## src/ics_defs.vh

```
`ifndef ICS_DEFS_VH
`define ICS_DEFS_VH
// clock divider register field positions
`define ICS_CDR_SLOW_EN_BIT 11
`define ICS_CDR_RATIO_LSB 12
`define ICS_CDR_RATIO_MSB 14
`define ICS_CDR_ROI_BIT 15
// reset value of the clock divider register (ratio 1:1, all off)
`define ICS_CDR_RESET 16'h0000
// wake-up latency in clock cycles
`define ICS_WAKE_MIN 2
`define ICS_WAKE_MAX 4
`define ICS_WAKE_DLY 3
// peripheral disable latency, one instruction cycle
`define ICS_PMD_DLY 1
`endif

```

## src/ics_idle_slowdown.v

```verilog
`timescale 1ns/1ps
`include "ics_defs.vh"
// Contract
// - in idle the cpu clock enable is held low so no instruction runs.
// - entering idle pulses a clear to the watchdog timer count.
// - in idle the system clock keeps running and peripherals keep clocks unless disabled.
// - in idle the low power rc oscillator stays on if watchdog or clock monitor is enabled.
// - idle ends on an enabled interrupt, any reset or a watchdog time-out.
// - after wake the cpu clock returns within two to four cycles.
// - an interrupt during the power save instruction is held and wakes at once after entry.
// - in slowdown only the cpu clock is divided, peripherals stay full speed.
// - divided cpu enables are aligned to system clock edges so domains stay in step.
// - bit 11 of the clock divider register enables slowdown.
// - bits 14:12 select ratio 1:1 to 1:128, reset default 1:1.
// - with bit 15 set an interrupt switches the cpu back to full speed.
// - with bit 15 clear interrupts leave the ratio unchanged.
// - a peripheral disable bit stops or restarts its clock one cycle later.
module ics_idle_slowdown #(
  parameter NPER = 8
) (
  // clock and reset
  input wire clk_in,
  input wire rstn_in,
  // cpu side
  input wire pwrsave_exec_in,
  input wire pwrsave_idle_sel_in,
  input wire irq_pending_in,
  // clock divider register write
  input wire cdr_wr_in,
  input wire [15:0] cdr_wdata_in,
  // watchdog and monitor
  input wire wdt_enable_in,
  input wire wdt_timeout_in,
  input wire fail_safe_clock_monitor_enable_in,
  // peripheral disable bits
  input wire [NPER-1:0] pmd_in,
  // clocking and status outputs
  output reg cpu_clk_en_out,
  output reg idle_out,
  output reg wdt_clear_out,
  output reg low_power_rc_oscillator_on_out,
  output reg sys_clk_on_out,
  output reg [15:0] cdr_out,
  output reg wake_out,
  output wire [NPER-1:0] per_clk_en_out
);
  localparam ST_RUN = 4'b0001;
  localparam ST_IDLE = 4'b0010;
  localparam ST_WAKE = 4'b0100;
  localparam ST_HOLD = 4'b1000;

  reg [3:0] state_r;
  reg [3:0] state_nxt;
  reg [2:0] wcnt_r;
  reg held_irq_r;
  reg [15:0] cdr_nxt;
  wire slow_en;
  wire return_on_interrupt;
  wire [2:0] ratio;
  wire div_tick;
  wire run_en;
  wire irq_wake;

  assign slow_en = cdr_r_bit(cdr_out, `ICS_CDR_SLOW_EN_BIT);
  assign return_on_interrupt = cdr_r_bit(cdr_out, `ICS_CDR_ROI_BIT);
  assign ratio = cdr_out[`ICS_CDR_RATIO_MSB:`ICS_CDR_RATIO_LSB];

  function cdr_r_bit;
    input [15:0] v;
    input integer b;
    begin
      cdr_r_bit = v[b];
    end
  endfunction

  ics_ratio_div #(.RW(3)) u_div (
    .clk_in(clk_in),
    .rstn_in(rstn_in),
    .ratio_in(ratio),
    .restart_in(cdr_wr_in),
    .tick_out(div_tick)
  );

  genvar g;
  generate
    for (g = 0; g < NPER; g = g + 1) begin : g_pmd
      ics_pmd_gate u_gate (
        .clk_in(clk_in),
        .rstn_in(rstn_in),
        .disable_in(pmd_in[g]),
        .clk_en_out(per_clk_en_out[g])
      );
    end
  endgenerate

  // idle wake sources; resets act through rstn_in
  assign irq_wake = irq_pending_in | held_irq_r | wdt_timeout_in;

  // only the cpu enable is divided, full speed when slowdown is off
  assign run_en = slow_en ? div_tick : 1'b1;

  // clock divider register write and return-on-interrupt
  always @* begin
    cdr_nxt = cdr_out;
    if (cdr_wr_in) begin
      cdr_nxt = cdr_wdata_in & 16'hF800;
    end
    // drop back to full speed on interrupt
    if (return_on_interrupt && irq_pending_in) begin
      cdr_nxt[`ICS_CDR_SLOW_EN_BIT] = 1'b0;
    end
    // without roi the ratio and enable stand as written
  end

  // state transitions
  always @* begin
    state_nxt = state_r;
    case (state_r)
      ST_RUN: begin
        // idle only from the power save instruction with idle selected
        if (pwrsave_exec_in && pwrsave_idle_sel_in) begin
          state_nxt = ST_HOLD;
        end
      end
      ST_HOLD: begin
        // entry completes first, then any held interrupt wakes
        state_nxt = irq_wake ? ST_WAKE : ST_IDLE;
      end
      ST_IDLE: begin
        // wake on enabled interrupt or watchdog time-out
        if (irq_wake) begin
          state_nxt = ST_WAKE;
        end
      end
      ST_WAKE: begin
        // fixed latency inside the two to four cycle window
        if (wcnt_r == 3'd`ICS_WAKE_DLY - 3'd1) begin
          state_nxt = ST_RUN;
        end
      end
      default: state_nxt = ST_RUN;
    endcase
  end

  // sequential state, counters and outputs
  always @(posedge clk_in or negedge rstn_in) begin
    if (!rstn_in) begin
      state_r <= ST_RUN;
      wcnt_r <= 3'd0;
      held_irq_r <= 1'b0;
      cdr_out <= `ICS_CDR_RESET;
      cpu_clk_en_out <= 1'b1;
      idle_out <= 1'b0;
      wdt_clear_out <= 1'b0;
      low_power_rc_oscillator_on_out <= 1'b0;
      sys_clk_on_out <= 1'b1;
      wake_out <= 1'b0;
    end else begin
      state_r <= state_nxt;
      // ratio field held in the register, default 1:1
      cdr_out <= cdr_nxt;
      wcnt_r <= (state_r == ST_WAKE) ? wcnt_r + 3'd1 : 3'd0;
      // latch an interrupt that arrives with the instruction
      if (state_r == ST_RUN && pwrsave_exec_in && pwrsave_idle_sel_in) begin
        held_irq_r <= irq_pending_in;
      end else if (state_r == ST_HOLD) begin
        held_irq_r <= 1'b0;
      end
      // gate the cpu clock outside run state
      cpu_clk_en_out <= (state_nxt == ST_RUN) & run_en;
      idle_out <= (state_nxt != ST_RUN);
      // clear the watchdog on idle entry
      wdt_clear_out <= (state_r == ST_RUN) && (state_nxt == ST_HOLD);
      // keep the rc oscillator running while it is needed
      low_power_rc_oscillator_on_out <= wdt_enable_in | fail_safe_clock_monitor_enable_in;
      // system clock never stops in idle or slowdown
      sys_clk_on_out <= 1'b1;
      wake_out <= (state_r == ST_WAKE) && (state_nxt == ST_RUN);
    end
  end
endmodule // ics_idle_slowdown

```

## src/ics_ratio_div.v

```verilog
`timescale 1ns/1ps
// divides by 2**ratio_in, giving one enable pulse per period
module ics_ratio_div #(
  parameter RW = 3
) (
  // clock and reset
  input wire clk_in,
  input wire rstn_in,
  // control
  input wire [RW-1:0] ratio_in,
  input wire restart_in,
  // tick out
  output reg tick_out
);
  reg [7:0] cnt_r;
  wire [7:0] limit;
  // all-ones mask of the selected length
  assign limit = (8'h01 << ratio_in) - 8'h01;
  // free running counter, restarts on request so the cpu edge stays aligned
  always @(posedge clk_in or negedge rstn_in) begin
    if (!rstn_in) begin
      cnt_r <= 8'h00;
      tick_out <= 1'b0;
    end else if (restart_in) begin
      cnt_r <= 8'h00;
      tick_out <= 1'b1;
    end else begin
      tick_out <= (cnt_r >= limit);
      cnt_r <= (cnt_r >= limit) ? 8'h00 : cnt_r + 8'h01;
    end
  end
endmodule // ics_ratio_div

```

## src/ics_pmd_gate.v

```verilog
`timescale 1ns/1ps
`include "ics_defs.vh"
// one instance per peripheral: enable follows the disable bit one cycle later
module ics_pmd_gate (
  // clock and reset
  input wire clk_in,
  input wire rstn_in,
  // disable bit
  input wire disable_in,
  // clock enable toward the peripheral
  output reg clk_en_out
);
  // registered so the change lands one instruction cycle after the write
  always @(posedge clk_in or negedge rstn_in) begin
    if (!rstn_in) begin
      clk_en_out <= 1'b1;
    end else begin
      clk_en_out <= ~disable_in;
    end
  end
endmodule // ics_pmd_gate

```

## config.mk

```make
export PLATFORM = sky130hd
export DESIGN_NAME = ics_idle_slowdown
export DESIGN_NICKNAME = d
export VERILOG_FILES = /design/src/ics_idle_slowdown.v /design/src/ics_ratio_div.v /design/src/ics_pmd_gate.v
export VERILOG_INCLUDE_DIRS = /design/src
export SDC_FILE = /design/constraint.sdc
export NUM_CORES = 1
export LEC_CHECK = 0
export BUFFER_PORTS_ARGS = -buffer_cell sky130_fd_sc_hd__buf_2
export CAP_MARGIN = 10
export CORE_UTILIZATION = 49
export DETAILED_ROUTE_END_ITERATION = 16
export PLACE_DENSITY = 0.79
export SYNTH_ARGS = -nofsm -noshare
export SYNTH_HDL_FRONTEND = slang
export SYNTH_HIERARCHICAL = 1
export SYNTH_SLANG_ARGS = --single-unit
```

## constraint.sdc

```tcl
create_clock -name clk_in -period 2.15 [get_ports clk_in]
set_input_delay 0.43 -clock clk_in [delete_from_list [all_inputs] [get_ports clk_in]]
set_output_delay 0.43 -clock clk_in [all_outputs]
set_load 0.05 [all_outputs]
```

# Yosys cells after proc, flatten, opt, wreduce, memory -nomap -nowiden

Cells that the tools add are included.

Register bits: 35
Input bits: 33
Output and inout bits: 30
Logic and storage cells: 67

Add/sub/neg operators: 3
Magnitude comparators: 1
Equality and inequality tests: 8
Shift-type cells: 1
Mux-type cells: 14
Bitwise gates (word level): 12
Reduce and logical (&&, ||, !) cells: 8

Operators by type and width:

| cell                                                  | number |
|---|---|
| 2-to-1 mux 8 bit                                      | 2 |
| one-hot mux 4 bit (4 select lines)                    | 1 |
| 2-to-1 mux 12 bit                                     | 1 |
| 2-to-1 mux 4 bit                                      | 3 |
| adder 8 x 1 -> 8 bit, second input constant           | 1 |
| equality test 4 x 1 -> 1 bit, second input constant   | 2 |
| equality test 4 bit, second input constant            | 2 |
| greater-or-equal comparator 8 bit                     | 1 |
| inverter 1 bit                                        | 8 |
| left shift 1 x 3 -> 8 bit, first input constant       | 1 |
| subtractor 8 x 1 -> 8 bit, second input constant      | 1 |
| logical AND 1 bit                                     | 6 |
| 2-to-1 mux 3 bit                                      | 2 |
| 2-to-1 mux 1 bit                                      | 5 |
| equality test 4 x 2 -> 1 bit, second input constant   | 1 |
| equality test 4 x 3 -> 1 bit, second input constant   | 1 |
| inequality test 4 x 1 -> 1 bit, second input constant | 1 |
| nonzero test 2 bit                                    | 2 |
| adder 3 x 1 -> 3 bit, second input constant           | 1 |
| equality test 3 x 2 -> 1 bit, second input constant   | 1 |
| bitwise OR 1 bit                                      | 3 |
| AND 1 bit                                             | 1 |

# Longest topological paths before layout

Depth after elaboration: 6
Gate-level depth with buffers: 6
Mapped depth without buffers: 6

# By module

The synthesis kept the hierarchy.

By module, submodules not included:

| module            | instances | cells an instance | area an instance (µm²) | seq. area each (µm²) |
|---|---|---|---|---|
| ics_idle_slowdown | 1         | 70                | 843.3                  | 452.9 |
| ics_ratio_div     | 1         | 65                | 649.4                  | 225.2 |
| ics_pmd_gate      | 8         | 2                 | 30.0                   | 26.3 |

# Worst setup path after synthesis

No wires, ideal clock.

Path type: register to register
Start point: reg cdr_out[13]
End point: reg u_div.tick_out
Library setup time: 0.136 ns
Data arrival time: 1.981 ns
Required time: 2.014 ns
Setup slack: 0.034 ns
Cell stages (with the launch flop): 7
Buffers on the path: 0
Path through: dfrtp_1 -> or3_1 -> ha_1 -> and3_1 -> o21ai_0 -> a31oi_2 -> nand2b_1

Longest elaborated chain between the ends: 4

Ends and longest elaborated chain:

| element                           | line                    | source |
|---|---|---|
| from (decl)                       | ics_idle_slowdown.v:43  | `output reg [15:0] cdr_out,` |
| from (signal assigned)            | ics_idle_slowdown.v:151 | `` cdr_out <= `ICS_CDR_RESET; `` |
| from (signal assigned)            | ics_idle_slowdown.v:161 | `cdr_out <= cdr_nxt;` |
| left shift 1 x 3 -> 8 bit         | ics_ratio_div.v:18      | `assign limit = (8'h01 << ratio_in) - 8'h01;` |
| subtractor 8 x 1 -> 8 bit         | ics_ratio_div.v:18      |  |
| greater-or-equal comparator 8 bit | ics_ratio_div.v:28      | `tick_out <= (cnt_r >= limit);` |
| 2-to-1 mux 1 bit                  | ics_ratio_div.v:24      | `end else if (restart_in) begin` |
| to (signal assigned)              | ics_ratio_div.v:28      |  |
| to (decl)                         | ics_ratio_div.v:13      | `output reg tick_out` |

No other way between the ends.
A chain may end at the register's enable or synchronous reset.

# Final worst setup path

Ends and elaborated chain as after synthesis.

==> metrics.md <==
| Metric | Value |
|---|---|
| Slew headroom | 0.502 |
| R2r setup slk | 0.18 ns |
| Initial Util | 0.515 |
| Hold WC Path Type | input pin to asynchronous set/reset pin |
| Cts repair resizes | 0 |
| Max Root-Sink Buffers | 2 |
| Most frequent cells in the layout | 39 x buf_2, 25 x dfrtp_1, 14 x inv_1, 13 x conb_1 |
| Clock skew | 0.0134 ns |
| Max IR drop VDD | 0.531 mV |
| Pwr/cell area | 872 nW/um2 |
| WL/cell | ~12 um |
| Slew Limit Fails | 0 |
| P_sw | 604 uW |
| Drt total wl | 3000 um |
| Post-Syn Area | 1730 um2 |
| Site Rows | 21 |
| Most common cell after layout, fill and taps aside | buf_2 |
| GRT Resource Usage Total | 0.182 |
| Crit-path cells | or3_1 -> ha_1 -> and3_1 -> o21ai_0 -> a31oi_2 -> buf_4 -> nand2b_1 |
| Vias | 1180 |
| Crit-path leading delay family | simple AND/OR/NAND/NOR gates |
| CTS Root Cell | clkbuf_4 |
| Period utilization | 0.917 |
| Share of cells above drive strength 1 | 0.393 |
| Max cap viols | 0 |
| Sequential share of power | 0.446 |
| Largest net degree at the start of global routing | 36 |
| Fillers | 330 |
| Core area | roughly 3400 um2 |
| PortBufs | 39 |
| Avg Cell Area, Syn | 11.5 um2 |
| Worst skew pair latency | 0.34 ns |
| First-pass GRT wire length | 4750 um |
| Crit. End Element | flip-flop |
| Arrival @ worst endpoint | 2.19 ns |
| Worst slew pin tran | roughly 0.75 ns |
| DRC viols | 0 |
| Router iterations before antenna repair | 4 |
| Max Fclk | between 500 and 600 MHz |
| Antenna violations before repair | 0 |
| Clock power share | 0.277 |
| R2R depth | 7 |
| Vias per Instance | between 4 and 5 |
| Critical R2R Launch | cdr_out[13] |
| Reg clk slew, reported paths | around 0.11 ns |
| Status | finished clean |
| Post-DP HPWL | 2240 um |
| Leakage | 0.00103 uW |
| Vias in the first global route | 1119 |
| Initial DRC count | 37 |
| RSZ-0062 raised after global routing | no |
| Full die area | approximately 3800 um2 |
| Final Net Count | ~240 |
| ANT cells | 0 |
| Bufs and invs on worst path | 1 |
| Area growth syn-to-layout | 18.7% |
| Postcts setup bufs | 0 |
| ANT nets after route | 0 |
| Async set-reset flop share out of synthesis | 1.00 |
| Seq cells post-synth | 35 |
| Post-synth top flop | dfrtp_1 |
| Internal | around 1200 uW |
| Die Y | 61.5 um |
| Sequential-to-total area share from yosys stat | 0.513 |
| Startpoint types | flip-flop |
| CP Data Required Time | 2.37 ns |
| Worst path max stage delay | 0.45 ns |
| Reg-to-Reg End | u_div/tick_out |
| CTS sink cnt | 35 |
| Final setup violation count | 0 |
| Final hold viol count | 0 |
| Slowest CP cell | dfrtp_1 |
| Tmin final | 1.97 ns |
| Setup crit start | cdr_out[13] |
| Type of the worst setup path | flip-flop to flip-flop |
| Cells after synthesis | 151 |
| Grt total ovfl | 0 |
| Post-synthesis cell type count | 37 |
| Post-synth EDFFs | 0 |
| CTS tree | yes |
| I/O pins | 63 |
| Synth warn | 6 |
| Routability Congestion | about 0.77 |
| Die X | 61.5 um |
| H-tree Lvls | 2 |
| Setup_tns | 0 ns |
| Switching Fraction | 0.337 |
| Pwr Total | 1790 uW |
| CP max FO | 9 |
| CTS Hold Bufs | 0 |
| CTS Buf Count | 5 |
| Power share of the combinational group | 0.277 |
==> kinds of logic (layout without fill, tap and decap cells) <==
| family | Yosys count | count (layout) | share of synthesized area |
|---|---|---|---|
| mux | 5 | 5 | 0.0318 |
| fa+ha+maj | 11 | 11 | 0.0794 |
| flops | 35 | 35 | 0.513 |
| buf+inv | 26 | 66 | 0.0823 |
| other cells | 3 | 13 | 0.00650 |
| simple gates | 48 | 48 | 0.174 |
| compound gates | 14 | 14 | 0.0679 |
| xor+xnor | 9 | 9 | 0.0455 |
==> power groups by stage <==
stage	Clock (uW)	Combinational, uW	Sequential, uW
6_report	496	497	801
5_1_grt	535	538	812
4_1_cts	512	502	802
3_5_place_dp	0	500	814
3_3_place_gp	0	487	814
2_1_floorplan	0	245	957
==> worst max-delay path by stage <==
stage	endpoint	slack [ns]	depth (start not counted)
2_1_floorplan	u_div/tick_out	0.03	6
3_5_place_dp	u_div/tick_out	0.20	7
4_1_cts	u_div/tick_out	0.18	7
6_report	u_div/tick_out	0.18	7
3_3_place_gp	u_div/tick_out	0.24	7
5_1_grt	u_div/tick_out	0.04	7
==> area by class of cell <==
cell class                 instances  area [um2]  share of cell area
clock buffer                       6        51.3              0.0249
clock inverter                     2        35.0              0.0170
inverter                          14        52.6              0.0255
multi-input combinational        100         739               0.359
sequential                        35         888               0.432
tap                               46        57.6              0.0280
timing repair buffer              44         233               0.113
==> flip-flops by register name (all words and copies together) (netlist names) <==
name and cells:
u_div/cnt_r 8, wcnt_r 3, g_pmd.u_gate/clk_en_out 8, idle_out 1, state_r 4, low_power_rc_oscillator_on_out 1
wake_out 1, u_div/tick_out 1, cpu_clk_en_out 1, held_irq_r 1, wdt_clear_out 1, cdr_out 5
==> metal layers <==
metal  part of all wire  GRT usage  wire length, um  vias up
met1               0.41      0.205             1220      565
met5                  0          0                0        -
met2               0.54      0.304             1610       30
met4              0.019     0.0984               58        0
li1                   -          -                -      579
met3              0.038     0.0630              114        6
==> through the flow <==
step	utilization	hold slack, ns	std cells	instance area, um2	setup slack (ns)
after detailed placement	0.586	0.449	239	1970	0.197
after floorplan	-	0.134	161	1770	0.0335
after global placement	0.586	0.443	239	1970	0.239
after CTS	0.612	0.153	247	2060	0.175
after global routing	0.612	0.154	247	2060	0.0359
final	0.612	0.143	247	2060	0.179
==> Yosys cell counts, types with 3 or more instances <==
| cell type | instances | area [um2] |
|---|---|---|
| nand3_1 | 4 | 20.0 |
| and3_1 | 3 | 18.8 |
| ha_1 | 11 | 138 |
| buf_4 | 12 | 90.1 |
| conb_1 | 3 | 11.3 |
| nor3_1 | 3 | 15.0 |
| nand2_1 | 7 | 26.3 |
| dfrtp_1 | 25 | 626 |
| mux2_2 | 4 | 45.0 |
| dfstp_2 | 10 | 263 |
| or2_2 | 3 | 18.8 |
| xnor2_1 | 7 | 61.3 |
| nor3b_2 | 4 | 50.1 |
| inv_1 | 14 | 52.6 |
| nor2_1 | 11 | 41.3 |
| o21ai_0 | 4 | 20.0 |
Power figures use the tool's default switching activity.
